**config.mk**
```make
export PLATFORM = sky130hd
export DESIGN_NAME = cic_top
export DESIGN_NICKNAME = d
export VERILOG_FILES = /design/src/include/cic_pkg.sv /design/src/logic/cic_filter.sv /design/src/logic/cic_prescaler.sv /design/src/logic/cic_top.sv
export SDC_FILE = /design/constraint.sdc
export NUM_CORES = 1
export LEC_CHECK = 0
export ABC_AREA = 1
export BUFFER_PORTS_ARGS = -buffer_cell sky130_fd_sc_hd__buf_2
export CAP_MARGIN = 25
export CORE_ASPECT_RATIO = 0.9
export CORE_MARGIN = 5
export CORE_UTILIZATION = 55
export DETAILED_ROUTE_END_ITERATION = 12
export PLACE_DENSITY = 0.79
export SETUP_SLACK_MARGIN = 0.2
export SKIP_LAST_GASP = 1
export SLEW_MARGIN = 20
export SYNTH_ARGS = -nofsm -noshare
export SYNTH_HDL_FRONTEND = slang
export SYNTH_SLANG_ARGS = --single-unit
```
**constraint.sdc**
```tcl
create_clock -name mclk -period 3.2 [get_ports mclk]
set_input_delay 0.64 -clock mclk [delete_from_list [all_inputs] [get_ports mclk]]
set_output_delay 0.64 -clock mclk [all_outputs]
set_load 0.02 [all_outputs]
```
**src/include/cic_pkg.sv**
```systemverilog
// Functional notes
// RQ1: ch1 direction 00 output, 01 first line, 10 second line, 11 internal trigger.
// RQ2: ch2 direction 01 takes second line, 10 takes first line.
// RQ3: ch3/ch4 paired alike: 01 own line, 10 partner line.
// RQ4: software picks code 11 only when trigger source selects an internal trigger.
// RQ5: direction field writable only while the channel enable bit is 0.
// RQ6: filter validates a new level after N consecutive samples at that level.
// RQ7: filter code 0000 means no filtering, sampling at the dead-time rate.
// RQ8: codes 0001..0011 sample at timer clock with N of 2, 4, 8.
// RQ9: codes 0100..1001 sample at dead-time /2, /4, /8 with N 6 then 8.
// RQ10: codes 1010..1100 use /16, 1101..1111 use /32, N 5, 6, 8.
// RQ11: prescaler 00 captures every edge, 01/10/11 every 2nd, 4th, 8th.
// RQ12: prescaler event count is cleared while channel enable is 0.
// RQ13: output channel polarity 0 active high, 1 active low.
// RQ14: software keeps secondary polarity cleared on output channels.
// RQ15: input pair 00 means rising edges, non-inverted level.
// RQ16: input pair 01 means falling edges, inverted level.
// RQ17: software never programs reserved input polarity pair 10.
// RQ18: pair 11 means both edges, non-inverted level, not for encoder use.
// RQ19: enable/polarity register holds four 4-bit groups: en, pol, res, npol.
// RQ20: input channel enable 1 permits captures, 0 inhibits them.
// RQ21: output enable 0 drives low with oe off; 1 drives ref with polarity.
// RQ22: capture register holds last captured counter value, ignores writes.
// RQ23: filter sample count restarts when a sample differs from candidate level.
// RQ24: prescaler counts only polarity-matching edges, captures at the ratio.
`default_nettype none
package cic_pkg;
    localparam int NUM_CH = 4;
    localparam logic [7:0] OFS_STATUS = 8'h10;
    localparam logic [7:0] OFS_MODE12 = 8'h18;
    localparam logic [7:0] OFS_MODE34 = 8'h1C;
    localparam logic [7:0] OFS_ENPOL = 8'h20;
    localparam logic [7:0] OFS_CAP_BASE = 8'h34;
    localparam logic [7:0] OFS_CAP_STRIDE = 8'h04;
    localparam logic [15:0] MODE_RST = 16'h0000;
    localparam logic [15:0] ENPOL_RST = 16'h0000;
    localparam logic [15:0] ENPOL_RW_MASK = 16'hBBBB;
    localparam int SEL_LSB = 0;
    localparam int PSC_LSB = 2;
    localparam int FLT_LSB = 4;
    localparam int MODE_STRIDE = 8;
    localparam int EN_BIT = 0;
    localparam int POL_BIT = 1;
    localparam int NPOL_BIT = 3;
    localparam int ENPOL_STRIDE = 4;
    localparam logic [1:0] DIR_OUTPUT = 2'h0;
    localparam logic [1:0] DIR_OWN = 2'h1;
    localparam logic [1:0] DIR_PARTNER = 2'h2;
    localparam logic [1:0] DIR_TRIG = 2'h3;
    localparam logic [1:0] HTRANS_NONSEQ = 2'h2;
    localparam logic [2:0] HSIZE_WORD = 3'h2;
    localparam int DTS_DIV_RST = 1;

    // 0 timer clock, 1 dead-time rate, 2..6 dead-time /2../32
    function automatic logic [2:0] cic_rate_sel(input logic [3:0] code);
        case (code)
            4'h0: return 3'h1; // RQ7
            4'h1, 4'h2, 4'h3: return 3'h0; // RQ8
            4'h4, 4'h5: return 3'h2; // RQ9
            4'h6, 4'h7: return 3'h3;
            4'h8, 4'h9: return 3'h4;
            4'hA, 4'hB, 4'hC: return 3'h5; // RQ10
            default: return 3'h6;
        endcase
    endfunction : cic_rate_sel

    function automatic logic [3:0] cic_need_n(input logic [3:0] code);
        case (code)
            4'h0: return 4'h1; // RQ7
            4'h1: return 4'h2; // RQ8
            4'h2: return 4'h4;
            4'h4, 4'h6, 4'h8, 4'hB, 4'hE: return 4'h6; // RQ9
            4'hA, 4'hD: return 4'h5; // RQ10
            default: return 4'h8;
        endcase
    endfunction : cic_need_n
endpackage : cic_pkg
`default_nettype wire

```
**src/logic/cic_filter.sv**
```systemverilog
`timescale 1ns/1ps
`default_nettype none
module cic_filter
    import cic_pkg::*;
(
    input wire logic mclk,
    input wire logic rst_b,
    input wire logic sample_en,
    input wire logic raw,
    input wire logic [3:0] need_n,
    output logic level_reg
);
    logic [3:0] cnt_reg;
    logic [3:0] cnt_inc;
    logic done;

    assign cnt_inc = cnt_reg + 4'h1;
    assign done = cnt_inc >= need_n;

    always_ff @(posedge mclk or negedge rst_b) begin
        if (!rst_b) begin
            cnt_reg <= 4'h0;
        end else if (sample_en) begin
            if (raw == level_reg || done) begin
                cnt_reg <= 4'h0; // RQ23
            end else begin
                cnt_reg <= cnt_inc; // RQ6
            end
        end
    end

    always_ff @(posedge mclk or negedge rst_b) begin
        if (!rst_b) begin
            level_reg <= 1'b0;
        end else if (sample_en && raw != level_reg && done) begin
            level_reg <= raw; // RQ6
        end
    end

    property p_flt_valid;
        @(posedge mclk) disable iff (!rst_b)
        $changed(level_reg) |-> $past(sample_en) && ($past(cnt_reg) + 4'h1 >= $past(need_n));
    endproperty
    a_flt_valid: assert property (p_flt_valid) else $error("filter moved early"); // RQ6
    property p_flt_restart;
        @(posedge mclk) disable iff (!rst_b)
        sample_en && raw == level_reg |=> cnt_reg == 4'h0;
    endproperty
    a_flt_restart: assert property (p_flt_restart) else $error("count kept"); // RQ23
endmodule : cic_filter
`default_nettype wire

```
**src/logic/cic_prescaler.sv**
```systemverilog
`timescale 1ns/1ps
`default_nettype none
module cic_prescaler
    import cic_pkg::*;
(
    input wire logic mclk,
    input wire logic rst_b,
    input wire logic enable,
    input wire logic edge_in,
    input wire logic [1:0] ratio,
    output logic capture_reg
);
    logic [2:0] cnt_reg;
    logic [2:0] last;

    always_comb begin
        case (ratio)
            2'h0: last = 3'h0; // RQ11
            2'h1: last = 3'h1;
            2'h2: last = 3'h3;
            default: last = 3'h7;
        endcase
    end

    always_ff @(posedge mclk or negedge rst_b) begin
        if (!rst_b) begin
            cnt_reg <= 3'h0;
            capture_reg <= 1'b0;
        end else if (!enable) begin
            cnt_reg <= 3'h0; // RQ12
            capture_reg <= 1'b0;
        end else if (edge_in) begin
            cnt_reg <= (cnt_reg >= last) ? 3'h0 : cnt_reg + 3'h1; // RQ24
            capture_reg <= cnt_reg >= last;
        end else begin
            capture_reg <= 1'b0;
        end
    end

    property p_psc_clear;
        @(posedge mclk) disable iff (!rst_b)
        !enable |=> cnt_reg == 3'h0 && !capture_reg;
    endproperty
    a_psc_clear: assert property (p_psc_clear) else $error("count not cleared"); // RQ12
    property p_psc_fire;
        @(posedge mclk) disable iff (!rst_b)
        capture_reg |-> $past(enable && edge_in && cnt_reg >= last);
    endproperty
    a_psc_fire: assert property (p_psc_fire) else $error("capture off ratio"); // RQ11
endmodule : cic_prescaler
`default_nettype wire

```
**src/logic/cic_top.sv**
```systemverilog
// Design decision made here: the AHB-Lite interface to the registers.
`timescale 1ns/1ps
`default_nettype none
module cic_top
    import cic_pkg::*;
#(
    parameter int ADDR_W = 8,
    parameter int CNT_W = 16,
    parameter int DTS_DIV = DTS_DIV_RST
) (
    input wire logic mclk,
    input wire logic rst_b,
    input wire logic hsel,
    input wire logic [ADDR_W-1:0] haddr,
    input wire logic [1:0] htrans,
    input wire logic hwrite,
    input wire logic [2:0] hsize,
    input wire logic [31:0] hwdata,
    input wire logic hready,
    output logic hreadyout,
    output logic hresp,
    output logic [31:0] hrdata,
    input wire logic [NUM_CH-1:0] input_line,
    input wire logic internal_trigger_input,
    input wire logic trigger_source_internal,
    input wire logic [CNT_W-1:0] counter_value,
    input wire logic [NUM_CH-1:0] compare_ref,
    output logic [NUM_CH-1:0] compare_output_signal,
    output logic [NUM_CH-1:0] compare_output_en,
    output logic [NUM_CH-1:0] filtered_edge_signal,
    output logic [NUM_CH-1:0] edge_event,
    output logic [NUM_CH-1:0] capture_event
);
    logic [15:0] mode12_reg;
    logic [15:0] mode34_reg;
    logic [15:0] ccer_reg;
    logic [31:0] mode_all;
    logic [NUM_CH-1:0][CNT_W-1:0] cap_reg;
    logic [NUM_CH-1:0] sync1_reg;
    logic [NUM_CH-1:0] sync2_reg;
    logic [NUM_CH-1:0] filt;
    logic [NUM_CH-1:0] src;
    logic [NUM_CH-1:0] src_reg;
    logic [NUM_CH-1:0] edge_q;
    logic [NUM_CH-1:0] cap_pulse;
    logic [7:0] dts_cnt_reg;
    logic [4:0] div_cnt_reg;
    logic dts_tick;
    logic [6:0] rate_tick;
    logic addr_go;
    logic wr_pend_reg;
    logic rd_pend_reg;
    logic rd_wait_reg;
    logic [ADDR_W-1:0] addr_reg;
    logic [7:0] addr_lo;
    logic [31:0] rd_mux;
    logic trig_ok;

    assign mode_all = {mode34_reg, mode12_reg};
    assign addr_lo = addr_reg[7:0];

    // bus: writes zero-wait, reads take one wait state so a read right
    // after a write always sees the new value
    assign addr_go = hsel && hready && htrans == HTRANS_NONSEQ;
    assign hreadyout = !(rd_pend_reg && !rd_wait_reg);
    assign hresp = 1'b0;

    always_ff @(posedge mclk or negedge rst_b) begin
        if (!rst_b) begin
            wr_pend_reg <= 1'b0;
            rd_pend_reg <= 1'b0;
            addr_reg <= '0;
        end else if (hready) begin
            wr_pend_reg <= addr_go && hwrite && hsize == HSIZE_WORD;
            rd_pend_reg <= addr_go && !hwrite;
            if (addr_go) begin
                addr_reg <= haddr;
            end
        end
    end

    always_ff @(posedge mclk or negedge rst_b) begin
        if (!rst_b) begin
            rd_wait_reg <= 1'b0;
            hrdata <= 32'h00000000;
        end else begin
            rd_wait_reg <= rd_pend_reg && !rd_wait_reg;
            if (rd_pend_reg && !rd_wait_reg) begin
                hrdata <= rd_mux;
            end
        end
    end

    always_comb begin
        rd_mux = 32'h00000000;
        case (addr_lo)
            OFS_STATUS: rd_mux = {24'h000000, src_reg, filt};
            OFS_MODE12: rd_mux = {16'h0000, mode12_reg};
            OFS_MODE34: rd_mux = {16'h0000, mode34_reg};
            OFS_ENPOL: rd_mux = {16'h0000, ccer_reg};
            default: begin
                for (int i = 0; i < NUM_CH; i++) begin
                    if (addr_lo == OFS_CAP_BASE + 8'(i) * OFS_CAP_STRIDE) begin
                        rd_mux = 32'(cap_reg[i]);
                    end
                end
            end
        endcase
    end

    // direction bits of a live channel are kept
    function automatic logic [15:0] lock_sel(input logic [15:0] old_v,
                                             input logic [15:0] new_v,
                                             input logic en_lo,
                                             input logic en_hi);
        logic [15:0] r;
        r = new_v;
        if (en_lo) begin
            r[SEL_LSB +: 2] = old_v[SEL_LSB +: 2];
        end
        if (en_hi) begin
            r[MODE_STRIDE + SEL_LSB +: 2] = old_v[MODE_STRIDE + SEL_LSB +: 2];
        end
        return r;
    endfunction : lock_sel

    always_ff @(posedge mclk or negedge rst_b) begin
        if (!rst_b) begin
            mode12_reg <= MODE_RST;
            mode34_reg <= MODE_RST;
        end else if (wr_pend_reg) begin
            if (addr_lo == OFS_MODE12) begin
                mode12_reg <= lock_sel(mode12_reg, hwdata[15:0],
                    ccer_reg[EN_BIT], ccer_reg[ENPOL_STRIDE + EN_BIT]); // RQ5
            end
            if (addr_lo == OFS_MODE34) begin
                mode34_reg <= lock_sel(mode34_reg, hwdata[15:0],
                    ccer_reg[2 * ENPOL_STRIDE + EN_BIT],
                    ccer_reg[3 * ENPOL_STRIDE + EN_BIT]); // RQ5
            end
        end
    end

    always_ff @(posedge mclk or negedge rst_b) begin
        if (!rst_b) begin
            ccer_reg <= ENPOL_RST;
        end else if (wr_pend_reg && addr_lo == OFS_ENPOL) begin
            ccer_reg <= hwdata[15:0] & ENPOL_RW_MASK; // RQ19
        end
    end

    // pins are asynchronous to mclk
    always_ff @(posedge mclk or negedge rst_b) begin
        if (!rst_b) begin
            sync1_reg <= '0;
            sync2_reg <= '0;
        end else begin
            sync1_reg <= input_line;
            sync2_reg <= sync1_reg;
        end
    end

    // dead-time sampling rate and its binary submultiples
    assign dts_tick = dts_cnt_reg == 8'(DTS_DIV - 1);

    always_ff @(posedge mclk or negedge rst_b) begin
        if (!rst_b) begin
            dts_cnt_reg <= 8'h00;
            div_cnt_reg <= 5'h00;
        end else begin
            dts_cnt_reg <= dts_tick ? 8'h00 : dts_cnt_reg + 8'h01;
            if (dts_tick) begin
                div_cnt_reg <= div_cnt_reg + 5'h01;
            end
        end
    end

    assign rate_tick[0] = 1'b1;
    assign rate_tick[1] = dts_tick;
    for (genvar k = 2; k < 7; k++) begin : g_rate
        assign rate_tick[k] = dts_tick && (&div_cnt_reg[k-2:0]); // RQ9
    end

    // trigger-sourced mode only works with an internal trigger selected
    assign trig_ok = internal_trigger_input && trigger_source_internal; // RQ4

    for (genvar c = 0; c < NUM_CH; c++) begin : g_ch
        localparam int P = c ^ 1;
        logic [1:0] sel;
        logic [1:0] psc;
        logic [3:0] flt;
        logic en;
        logic pol;
        logic npol;
        logic rise;
        logic fall;

        assign sel = mode_all[c * MODE_STRIDE + SEL_LSB +: 2];
        assign psc = mode_all[c * MODE_STRIDE + PSC_LSB +: 2];
        assign flt = mode_all[c * MODE_STRIDE + FLT_LSB +: 4];
        assign en = ccer_reg[c * ENPOL_STRIDE + EN_BIT];
        assign pol = ccer_reg[c * ENPOL_STRIDE + POL_BIT];
        assign npol = ccer_reg[c * ENPOL_STRIDE + NPOL_BIT];

        cic_filter u_filter (
            .mclk(mclk),
            .rst_b(rst_b),
            .sample_en(rate_tick[cic_rate_sel(flt)]),
            .raw(sync2_reg[c]),
            .need_n(cic_need_n(flt)),
            .level_reg(filt[c])
        );

        always_comb begin
            case (sel)
                DIR_OWN: src[c] = filt[c]; // RQ1 RQ2 RQ3
                DIR_PARTNER: src[c] = filt[P]; // RQ1 RQ2 RQ3
                DIR_TRIG: src[c] = trig_ok; // RQ1
                default: src[c] = 1'b0;
            endcase
        end

        // pair 10 is reserved and behaves as rising here
        assign rise = src[c] && !src_reg[c] && !(pol && !npol); // RQ15 RQ18
        assign fall = !src[c] && src_reg[c] && pol; // RQ16 RQ18
        assign edge_q[c] = (sel != DIR_OUTPUT) && (rise || fall);
        assign filtered_edge_signal[c] = src_reg[c] ^ (pol && !npol); // RQ16

        cic_prescaler u_prescaler (
            .mclk(mclk),
            .rst_b(rst_b),
            .enable(en && sel != DIR_OUTPUT),
            .edge_in(edge_q[c]),
            .ratio(psc),
            .capture_reg(cap_pulse[c])
        );

        assign compare_output_en[c] = sel == DIR_OUTPUT && en; // RQ21
        assign compare_output_signal[c] = compare_output_en[c] && (compare_ref[c] ^ pol); // RQ13
    end

    always_ff @(posedge mclk or negedge rst_b) begin
        if (!rst_b) begin
            src_reg <= '0;
            edge_event <= '0;
            capture_event <= '0;
        end else begin
            src_reg <= src;
            edge_event <= edge_q;
            capture_event <= cap_pulse;
        end
    end

    // prescaler already holds off while disabled, so no write port here
    always_ff @(posedge mclk or negedge rst_b) begin
        if (!rst_b) begin
            cap_reg <= '0;
        end else begin
            for (int i = 0; i < NUM_CH; i++) begin
                if (cap_pulse[i]) begin
                    cap_reg[i] <= counter_value; // RQ20 RQ22
                end
            end
        end
    end

    property p_dir_locked;
        @(posedge mclk) disable iff (!rst_b)
        ccer_reg[EN_BIT] |=> $stable(mode12_reg[SEL_LSB +: 2]);
    endproperty
    a_dir_locked: assert property (p_dir_locked) else $error("direction changed"); // RQ5
    property p_out_off;
        @(posedge mclk) disable iff (!rst_b)
        g_ch[0].sel == DIR_OUTPUT && !ccer_reg[EN_BIT]
            |-> !compare_output_en[0] && !compare_output_signal[0];
    endproperty
    a_out_off: assert property (p_out_off) else $error("disabled output driven"); // RQ21
    property p_out_pol;
        @(posedge mclk) disable iff (!rst_b)
        g_ch[1].sel == DIR_OUTPUT && g_ch[1].en
            |-> compare_output_en[1] && compare_output_signal[1] == (compare_ref[1] ^ g_ch[1].pol);
    endproperty
    a_out_pol: assert property (p_out_pol) else $error("output polarity wrong"); // RQ13
    property p_cap_load;
        @(posedge mclk) disable iff (!rst_b)
        cap_pulse[0] |=> cap_reg[0] == $past(counter_value) && capture_event[0];
    endproperty
    a_cap_load: assert property (p_cap_load) else $error("capture not loaded"); // RQ22
    property p_cap_inhibit;
        @(posedge mclk) disable iff (!rst_b)
        !ccer_reg[EN_BIT] [*3] |-> $stable(cap_reg[0]);
    endproperty
    a_cap_inhibit: assert property (p_cap_inhibit) else $error("capture while off"); // RQ20
    property p_mux12;
        @(posedge mclk) disable iff (!rst_b)
        (g_ch[1].sel == DIR_OWN |-> src[1] == filt[1])
            and (g_ch[1].sel == DIR_PARTNER |-> src[1] == filt[0]);
    endproperty
    a_mux12: assert property (p_mux12) else $error("ch2 source wrong"); // RQ2
    property p_mux34;
        @(posedge mclk) disable iff (!rst_b)
        g_ch[2].sel == DIR_PARTNER |-> src[2] == filt[3];
    endproperty
    a_mux34: assert property (p_mux34) else $error("ch3 source wrong"); // RQ3
    property p_rise;
        @(posedge mclk) disable iff (!rst_b)
        g_ch[0].sel == DIR_OWN && !g_ch[0].pol && $rose(filt[0]) |=> edge_event[0];
    endproperty
    a_rise: assert property (p_rise) else $error("rising edge missed"); // RQ15
    property p_fall;
        @(posedge mclk) disable iff (!rst_b)
        g_ch[0].sel == DIR_OWN && g_ch[0].pol && !g_ch[0].npol && $rose(filt[0])
            |=> !edge_event[0];
    endproperty
    a_fall: assert property (p_fall) else $error("rising seen on falling"); // RQ16
    property p_rd_wait;
        @(posedge mclk) disable iff (!rst_b)
        addr_go && !hwrite |=> !hreadyout ##1 hreadyout;
    endproperty
    a_rd_wait: assert property (p_rd_wait) else $error("read wait wrong");

    c_capture: cover property (@(posedge mclk) disable iff (!rst_b) capture_event[0]);
    c_both: cover property (@(posedge mclk) disable iff (!rst_b)
        g_ch[0].pol && g_ch[0].npol && edge_event[0]);
    c_locked: cover property (@(posedge mclk) disable iff (!rst_b)
        wr_pend_reg && addr_lo == OFS_MODE12 && ccer_reg[EN_BIT]);
endmodule : cic_top
`default_nettype wire

```
==> flow_summary.yaml, run 1 <==
outcome:
  run_status: "complete, no violations"
logic_synthesis:
  number_of_register_bits_inferred_by_synthesis: 204
  synth_cell_types: 42
  synth_cells: 1370
  syn-cell-area_sq_um: 11200
  ys.warnings.count: 0
  synth_area_per_cell_sq_um: 8.18
  sequential_area_share_after_synthesis_pct: 45.6
  netlist_top_cells_area: "dfrtp_1, nand2_1, ha_1"
  yosys.area.top_type_share_pct: 45.6
  synth.largest_area_cell: "dfrtp_1"
detailed_routing:
  dr_wl_cell_um: 15.7
  drt_iter0_markers: 691
  postRouteAntennaNets: 0
  vias: 9377
  vias_per_cell: 5.42
  drc: 0
  wirelength_um: 27200
  initial_drt_pass_iterations: 5
worst_setup_path:
  endpoint_kind: "flip-flop"
  data_arrival_at_the_endpoint_of_the_critical_path_ps: 2940
  critPathBufInv: 2
  timing.critical_path.slowest_stage_cell: "dfrtp_1"
  startpoint_type: "flip-flop"
  cp_cell_instances: "inv_1 > ha_1 > nand2_1 > o21ai_0 > a22o_1 > ha_1 > inv_1 > nor2_1 > o211ai_1 > nand3_1 > a21oi_1 > nand2_1 > o21ai_1"
  cp_data_required_time_ps: 3630
  crit_family: "compound AO/OA/AOI/OAI gates"
  slowest_delay_ps: 430
  timing_worst_setup_path_type: "reg -> reg"
  path_max_fanout: 7
timing:
  grt_setup_unrepaired: "no"
  worst_slack_ps: 691
  relSlewSlack_pct: 33.5
  finalHoldViolCount: 0
  setup-violations-final: 0
  final_min_period_over_clock_period_pct: 78.4
  finalWorstPathRequiredPeriod_ps: 2510
  finalClockSkew_ps: 28.7
  finalMaxSlewViolations: 0
  fin_setup_tns_ps: 0
  max_clock_freq_mhz: 399
  max_slew.worst_pin.slew_ps: 998
global_routing:
  grt.overflow.total: 0
  globalRouteTotalUtil_pct: 23.1
  pin_count_of_the_biggest_net_entering_global_routing: 78
  number_of_antenna_violations_at_the_first_check_in_global_routing: 0
  grt_pass1_wl_um: 45000
  number_of_global_route_vias_before_repair: 9082
die:
  die_height_um: 145
  initial_core_utilization_pct: 56.1
  die_width_um: 160
  top_level_i_o_count: 130
  design.die.area_sq_um: 23300
  placeableCoreArea_sq_um: 20000
  site_row_count: 49
cts:
  clk_path_buf_depth: 3
  number_of_instances_resized_during_post_cts_repair: 0
  cts_post_setup_buffers_inserted: 0
  clkSlewWorstSetupHoldPaths_ps: 60
  number_of_buffers_added_by_the_clock_tree_synthesis_step: 22
  cts_h_tree_depth: 1
  worstSkewPairLatency_ps: 520
  tritoncts: "built"
  clock-root-buffer: "clkbuf_16"
  cts_num_sinks: 204
  quantity_of_hold_fixing_buffers_added_after_cts: 0
final_layout:
  multi_input_area_sq_um: 5190
  num-nets-final: 1601
  num_antenna_cells: 0
  stdcell_area_sq_um: 12600
  layout.area.seq_sq_um: 5100
  most_common_cell_after_layout_fill_and_taps_aside: "nand2_1"
  syn_to_final_growth_pct: 12.3
  num-fill-cells: 1690
  largest_reg_flops: 64
  drive_above_1_share_pct: 14.0
  layout.cells.most_common_list: "nand2_1, dfrtp_1, inv_1"
  post-route-util_pct: 62.9
pwr:
  powerDensity_nw_per_um2: 509
  power_leakage_nw: 6.68
  power.ir.vdd_worst_mv: 0.334
placement:
  hpwl_um: 19500
  place_area_sq_um: 11800
  preCtsSetupSlack_ps: 717
  globalplace.congestion: 0.895
  io_buffers: 96
job:
  max_cap_viol_count: 0
worst_hold_path:
  worst_hold_path_type: "in -> async"
path summary, 6_finish.rpt:
| kind | startpoint | to | slack, ps | depth (start not counted) |
|---|---|---|---|---|
| setup / recovery | mode34_reg[13] | g_ch[3].u_filter.cnt_reg[2] | 690 | 13 |
| hold / removal | rst_b | g_ch[3].u_filter.cnt_reg[3] | 180 | 1 |
| setup reg to reg | mode34_reg[13] | g_ch[3].u_filter.cnt_reg[2] | 690 | 13 |
| hold reg to reg | sync1_reg[1] | sync2_reg[1] | 350 | 0 |
| max in group asynchronous | rst_b | cap_reg[33] | 2300 | 2 |
| min in group mclk | input_line[1] | sync1_reg[1] | 230 | 1 |
Yosys cell counts:
library cell	instances
nand3b_1	2
nor3_1	13
a21oi_1	51
nor2_8	1
mux2_4	2
buf_2	16
inv_1	167
o32ai_1	1
nor2_1	100
mux2_2	34
clkinv_2	1
buf_4	20
a22o_1	2
nor3_4	4
xnor2_1	14
or3b_2	1
conb_1	1
o21ai_1	12
nand3_1	58
nor2_4	2
xor2_1	9
nand2_1	385
dfrtp_1	204
or2_2	2
o211ai_1	17
o221ai_1	1
inv_2	6
nor2_2	3
o22ai_1	24
a31oi_1	5
nor4_1	2
o2111ai_1	1
clkbuf_1	14
o21ai_0	102
nand4_1	9
buf_6	2
ha_1	65
o211ai_2	2
nand2_2	10
nor3_2	2
and2_1	1
clkinv_1	2
where the power goes:
group	switching, mW	total (mW)	internal, mW
Clock	1.03	2.57	1.53
Sequential	0.177	3.07	2.89
Combinational	0.449	0.761	0.312
Total	1.66	6.40	4.74
metal layers:
| layer | GRT usage (%) | vias to the layer above | wire (um) |
|---|---|---|---|
| met5 | 0 | - | 0 |
| met4 | 6.88 | 0 | 786 |
| met3 | 2.95 | 48 | 1410 |
| met2 | 38.7 | 262 | 12900 |
| met1 | 31.7 | 4488 | 12100 |
| li1 | - | 4579 | - |
through the flow:
| stage | hold slack, ps | total power, mW | instances |
|---|---|---|---|
| 6_report | 179 | 6.40 | 1730 |
| 5_1_grt | 214 | 6.70 | 1730 |
| 4_1_cts | 184 | 6.44 | 1730 |
| 3_5_place_dp | 341 | 3.87 | 1691 |
| 3_3_place_gp | 339 | 3.81 | 1691 |
| 2_1_floorplan | 331 | 3.60 | 1386 |
layout make-up:
cell class              instances  area share [%]
flip-flops and latches        204            40.6
clock inverters                 5           0.507
clock buffers                  34            5.37
repair buffers                102            4.45
multi-input cells             954            41.3
inverters                     176            5.26
well taps                     255            2.54
logic make-up after synthesis:
| group | Yosys count | synth area share (%) |
|---|---|---|
| buffers and inverters | 228 | 8.63 |
| XOR/XNOR | 23 | 1.80 |
| flip-flops | 204 | 45.6 |
| adder cells (fa/ha/maj) | 65 | 7.26 |
| multiplexers | 36 | 3.69 |
| other | 1 | 0.0335 |
| AO/OA/AOI/OAI | 218 | 10.7 |
| AND/OR/NAND/NOR | 595 | 22.3 |
Power figures use the tool's default switching activity.
==> inputs of run 2 (changes only) <==
CORE_UTILIZATION = 53   (was 55)
clock period = 2.2 ns   (was 3.2 ns; I/O delays follow)
==> flow_summary.yaml, run 2 (synthesized netlist as in run 1, its figures left out) <==
worst_setup_path:
  cp_data_required_time_ps: 2620
  startpoint_type: "flip-flop"
  path_max_fanout: 4
  timing_worst_setup_path_type: "reg -> reg"
  critical_path.reg2reg.endpoint: "g_ch[3].u_filter.level_reg"
  r2r.worst_path.cells: 15
  endpoint_kind: "flip-flop"
  r2r_slack_ps: -70
  data_arrival_at_the_endpoint_of_the_critical_path_ps: 2690
  r2r_start: "mode34_reg[12]"
timing:
  finalClockSkew_ps: 25.6
  finalMaxSlewViolations: 0
  max_slew.worst_pin.slew_ps: 589
  worst_slack_ps: -70.7
  max_clock_freq_mhz: 440
  grt_setup_unrepaired: "yes"
  final_min_period_over_clock_period_pct: 103
  fin_setup_tns_ps: -199
  fin_worst_hold_slack_ps: 13.6
  relSlewSlack_pct: 60.3
  setup-violations-final: 3
  finalHoldViolCount: 0
  finalWorstPathRequiredPeriod_ps: 2270
cts:
  number_of_buffers_added_by_the_clock_tree_synthesis_step: 22
  tritoncts: "built"
  cts_h_tree_depth: 1
  worstSkewPairLatency_ps: 530
  clock-root-buffer: "clkbuf_16"
  clk_path_buf_depth: 3
  clkSlewWorstSetupHoldPaths_ps: 70
  cts_num_sinks: 204
global_routing:
  pin_count_of_the_biggest_net_entering_global_routing: 79
  number_of_global_route_vias_before_repair: 9740
  grt.overflow.total: 0
  globalRouteTotalUtil_pct: 23.8
  number_of_antenna_violations_at_the_first_check_in_global_routing: 1
  grt_pass1_wl_um: 47300
die:
  die_height_um: 148
  die_width_um: 163
  design.die.area_sq_um: 24200
  top_level_i_o_count: 130
  placeableCoreArea_sq_um: 20800
  initial_core_utilization_pct: 53.8
  site_row_count: 50
placement:
  io_buffers: 96
  globalplace.congestion: 0.929
  hpwl_um: 20200
  place_area_sq_um: 12200
  placedCellCount: 1754
outcome:
  violations: "negative setup slack"
  run_status: "complete, but fails checks"
detailed_routing:
  vias: 9930
  dr_wl_cell_um: 15.8
  drt_iter0_markers: 696
  drc: 0
  postRouteAntennaNets: 0
  vias_per_cell: 5.41
  initial_drt_pass_iterations: 5
  wirelength_um: 29000
worst_hold_path:
  worstHoldEndpoint: "sync1_reg[1]"
  worst_hold_path_type: "in -> reg"
  worst_hold_startpoint: "input_line[1]"
  hold-path-cell-count: 1
final_layout:
  largest_reg_flops: 64
  syn_to_final_growth_pct: 20.9
  num-nets-final: 1673
  drive_above_1_share_pct: 22.2
  final_cell_count_no_fill: 1835
  num-fill-cells: 1617
  stdcell_area_sq_um: 13500
  most_common_cell_after_layout_fill_and_taps_aside: "nand2_1"
  post-route-util_pct: 65.0
  layout.cells.most_common_list: "nand2_1, dfrtp_1, inv_1"
job:
  max_cap_viol_count: 0
pwr:
  power.ir.vdd_worst_mv: 0.580
  powerDensity_nw_per_um2: 718
  power_leakage_nw: 7.11
-- run 2: changes by cell type in the layout (fill, tap and decap cells not counted), moves of 6 or more --
cell,change
dfrtp_2,+6
a21oi_2,+12
nor2_1,-8
o21ai_0,-8
ha_4,+6
nor2_4,+6
inv_2,+8
dfrtp_1,-6
ha_1,-9
buf_2,-6
clkbuf_8,-6
a21oi_1,-14
buf_4,+75
inv_1,-9
-- run 2: metrics by stage --
step | setup slack, ps | power [mW]
after floorplan | 120 | 5.24
after global placement | 47.1 | 5.57
after detailed placement | -24.3 | 5.65
after CTS | 23.6 | 9.75
after global routing | -172 | 10.1
final | -70.7 | 9.73
-- run 2: worst max path at each step --
| stage | startpoint | endpoint | slack (ps) |
|---|---|---|---|
| 3_3_place_gp | mode34_reg[12] | g_ch[3].u_filter.cnt_reg[2] | 50 |
| 2_1_floorplan | mode34_reg[5] | g_ch[2].u_filter.cnt_reg[2] | 120 |
| 5_1_grt | mode34_reg[12] | g_ch[3].u_filter.cnt_reg[2] | -170 |
| 3_5_place_dp | mode34_reg[4] | g_ch[2].u_filter.cnt_reg[2] | -20 |
| 6_report | mode34_reg[12] | g_ch[3].u_filter.level_reg | -70 |
| 4_1_cts | mode34_reg[4] | g_ch[2].u_filter.cnt_reg[2] | 20 |
-- run 2: final cells by class --
type	count	area, sq um	area share [%]
multi-input combinational	954	5470	40.4
sequential	204	5110	37.7
timing repair buffer	174	1120	8.30
inverter	176	664	4.90
clock buffer	26	586	4.32
tap	286	358	2.64
clock inverter	14	226	1.67
antenna	1	2.50	0.0185
-- run 2: power by group --
group / internal, mW / switching, mW
clock network: 2.51 / 1.60
logic: 0.479 / 0.688
registers: 4.21 / 0.241
total: 7.20 / 2.52
-- run 2: repair_timing --
item | 4_1_cts | 5_1_grt
gates resized for setup | 30 | 45
gates cloned | 0 | 0
setup buffers | 28 | 11
setup endpoints to repair | 27 | 35
endpoints found under the hold margin | 11 | 0
hold buffers | 1 | 0
pin swaps | 21 | 24
-- run 2: critical path, stage by stage (launching register included) --
cell and delay [ps]:
dfrtp_1 400, inv_2 120, ha_4 210, nand2_1 60
o21ai_1 60, a22o_1 200, ha_1 290, inv_1 70
nor2_1 40, o211ai_1 220, nand3_2 150, buf_6 150
nand2_2 50, nand2_1 40, nand2_1 60, inv_1 50
-- run 2: per-layer routing --
metal,up-vias,GRT usage (%),wire length (um)
li1,4704,-,-
met1,4721,31.0,11700
met2,405,39.7,13900
met3,100,3.85,1980
met4,0,10.0,1360
met5,-,0,0
==> inputs of run 3 (changes only) <==
CORE_UTILIZATION = 50   (was 53)
CTS_BUF_LIST = sky130_fd_sc_hd__clkbuf_8   (was not set)
PLACE_DENSITY = 0.76   (was 0.79)
==> flow_summary.yaml, run 3 (synthesized netlist as in run 1, its figures left out) <==
global_routing:
  pin_count_of_the_biggest_net_entering_global_routing: 52
  number_of_antenna_violations_at_the_first_check_in_global_routing: 1
  globalRouteTotalUtil_pct: 22.2
  grt.overflow.total: 0
  number_of_global_route_vias_before_repair: 9620
  grt_pass1_wl_um: 47100
worst_setup_path:
  slowest_delay_ps: 460
  startpoint_type: "flip-flop"
  r2r_slack_ps: -2
  data_arrival_at_the_endpoint_of_the_critical_path_ps: 2660
  endpoint_kind: "flip-flop"
  critPathBufInv: 1
  timing.critical_path.slowest_stage_cell: "dfrtp_2"
  critical_path.reg2reg.endpoint: "g_ch[1].u_filter.cnt_reg[0]"
  timing_worst_setup_path_type: "reg -> reg"
  cp_data_required_time_ps: 2650
  crit_family: "compound AO/OA/AOI/OAI gates"
  r2r_start: "mode12_reg[12]"
  path_max_fanout: 4
  r2r.worst_path.cells: 10
  cp_cell_instances: "buf_4 > a21oi_1 > nand2_1 > o21ai_0 > ha_1 > a21oi_1 > nand3_1 > a21oi_2 > nand2_1 > o21ai_1"
detailed_routing:
  dr_wl_cell_um: 15.7
  postRouteAntennaNets: 0
  vias_per_cell: 5.23
  initial_drt_pass_iterations: 6
  drt_iter0_markers: 696
  vias: 9834
  wirelength_um: 29500
  drc: 0
timing:
  max_clock_freq_mhz: 454
  finalWorstPathRequiredPeriod_ps: 2200
  finalHoldViolCount: 0
  finalClockSkew_ps: 25.4
  finalMaxSlewViolations: 0
  final_min_period_over_clock_period_pct: 100
  setup-violations-final: 1
  worst_slack_ps: -1.75
  fin_worst_hold_slack_ps: 61.1
  grt_setup_unrepaired: "yes"
pwr:
  fin_total_pwr_mw: 9.06
  powerDensity_nw_per_um2: 661
  power_leakage_nw: 7.22
  power.ir.vdd_worst_mv: 0.449
cts:
  clkSlewWorstSetupHoldPaths_ps: 60
  cts_h_tree_depth: 2
  cts_num_sinks: 204
  number_of_buffers_added_by_the_clock_tree_synthesis_step: 37
  tritoncts: "built"
  clk_path_buf_depth: 3
  clock-root-buffer: "clkbuf_8"
  worstSkewPairLatency_ps: 540
final_layout:
  stdcell_area_sq_um: 13700
  most_common_cell_after_layout_fill_and_taps_aside: "nand2_1"
  layout.cells.most_common_list: "nand2_1, dfrtp_1, inv_1"
  largest_reg_flops: 64
  num-nets-final: 1702
  post-route-util_pct: 61.7
  drive_above_1_share_pct: 24.4
  syn_to_final_growth_pct: 22.5
die:
  placeableCoreArea_sq_um: 22300
  die_width_um: 168
  die_height_um: 152
  initial_core_utilization_pct: 50.3
  site_row_count: 52
  top_level_i_o_count: 130
  design.die.area_sq_um: 25500
outcome:
  run_status: "complete, but fails checks"
  violations: "negative setup slack"
placement:
  place_area_sq_um: 12200
  hpwl_um: 20300
  io_buffers: 96
  globalplace.congestion: 0.886
worst_hold_path:
  worstHoldEndpoint: "sync1_reg[0]"
  hold-path-cell-count: 1
  worst_hold_path_type: "in -> reg"
  worst_hold_startpoint: "input_line[0]"
job:
  max_cap_viol_count: 0
-- run 3: stage by stage --
stage / instances / worst slack, ps / TNS [ps]
3_5_place_dp: 1769 / -45.9 / -79.9
3_3_place_gp: 1769 / 34.5 / 0
2_1_floorplan: 1386 / 120 / 0
5_1_grt: 1881 / -89.7 / -595
4_1_cts: 1864 / 25.6 / 0
6_report: 1881 / -1.75 / -1.75
-- run 3: power by group --
part,internal [mW],switching [mW],total [mW]
sequential,4.21,0.235,4.45
combinational,0.495,0.685,1.18
clock,1.86,1.58,3.43
-- run 3: worst max path at each step --
stage | cells after the start | start | slack, ps | endpoint
floorplan | 13 | mode34_reg[5] | 120 | g_ch[2].u_filter.cnt_reg[2]
global placement | 13 | mode34_reg[12] | 30 | g_ch[3].u_filter.cnt_reg[2]
detailed placement | 12 | mode12_reg[13] | -50 | g_ch[1].u_filter.cnt_reg[0]
CTS | 13 | mode34_reg[12] | 30 | g_ch[3].u_filter.cnt_reg[0]
global route | 11 | mode12_reg[12] | -90 | g_ch[1].u_filter.cnt_reg[0]
finish | 10 | mode12_reg[12] | -2 | g_ch[1].u_filter.cnt_reg[0]
-- run 3: final cells by class --
type,instances,area (sq um)
multi-input combinational,954,5570
tap,297,372
clock inverter,16,87.6
clock buffer,45,619
fill,1821,8530
timing repair buffer,188,1290
antenna,1,2.50
sequential,204,5110
inverter,176,671
-- run 3: layer usage --
layer | part of all wire [%] | global-route usage [%]
met1 | 42 | 28.8
met2 | 48 | 36.9
met3 | 6.2 | 4.44
met4 | 3.4 | 8.66
met5 | 0 | 0
-- run 3: what timing repair did --
| action | 4_1_cts | 5_1_grt |
|---|---|---|
| hold buffers | 4 | 0 |
| pin swaps | 30 | 39 |
| buffers inserted | 30 | 16 |
| endpoints found under the hold margin | 50 | 0 |
| resized for setup | 32 | 72 |
| setup endpoints to repair | 29 | 57 |
| cloned | 0 | 0 |
-- run 3: worst reg2reg max path: cells and delay by family (launching register included) --
family,cells,cell delay (ps)
adder cells (fa/ha/maj),1,290
AO/OA/AOI/OAI,5,870
buffers and inverters,1,150
AND/OR/NAND/NOR,3,360
flip-flops,1,460
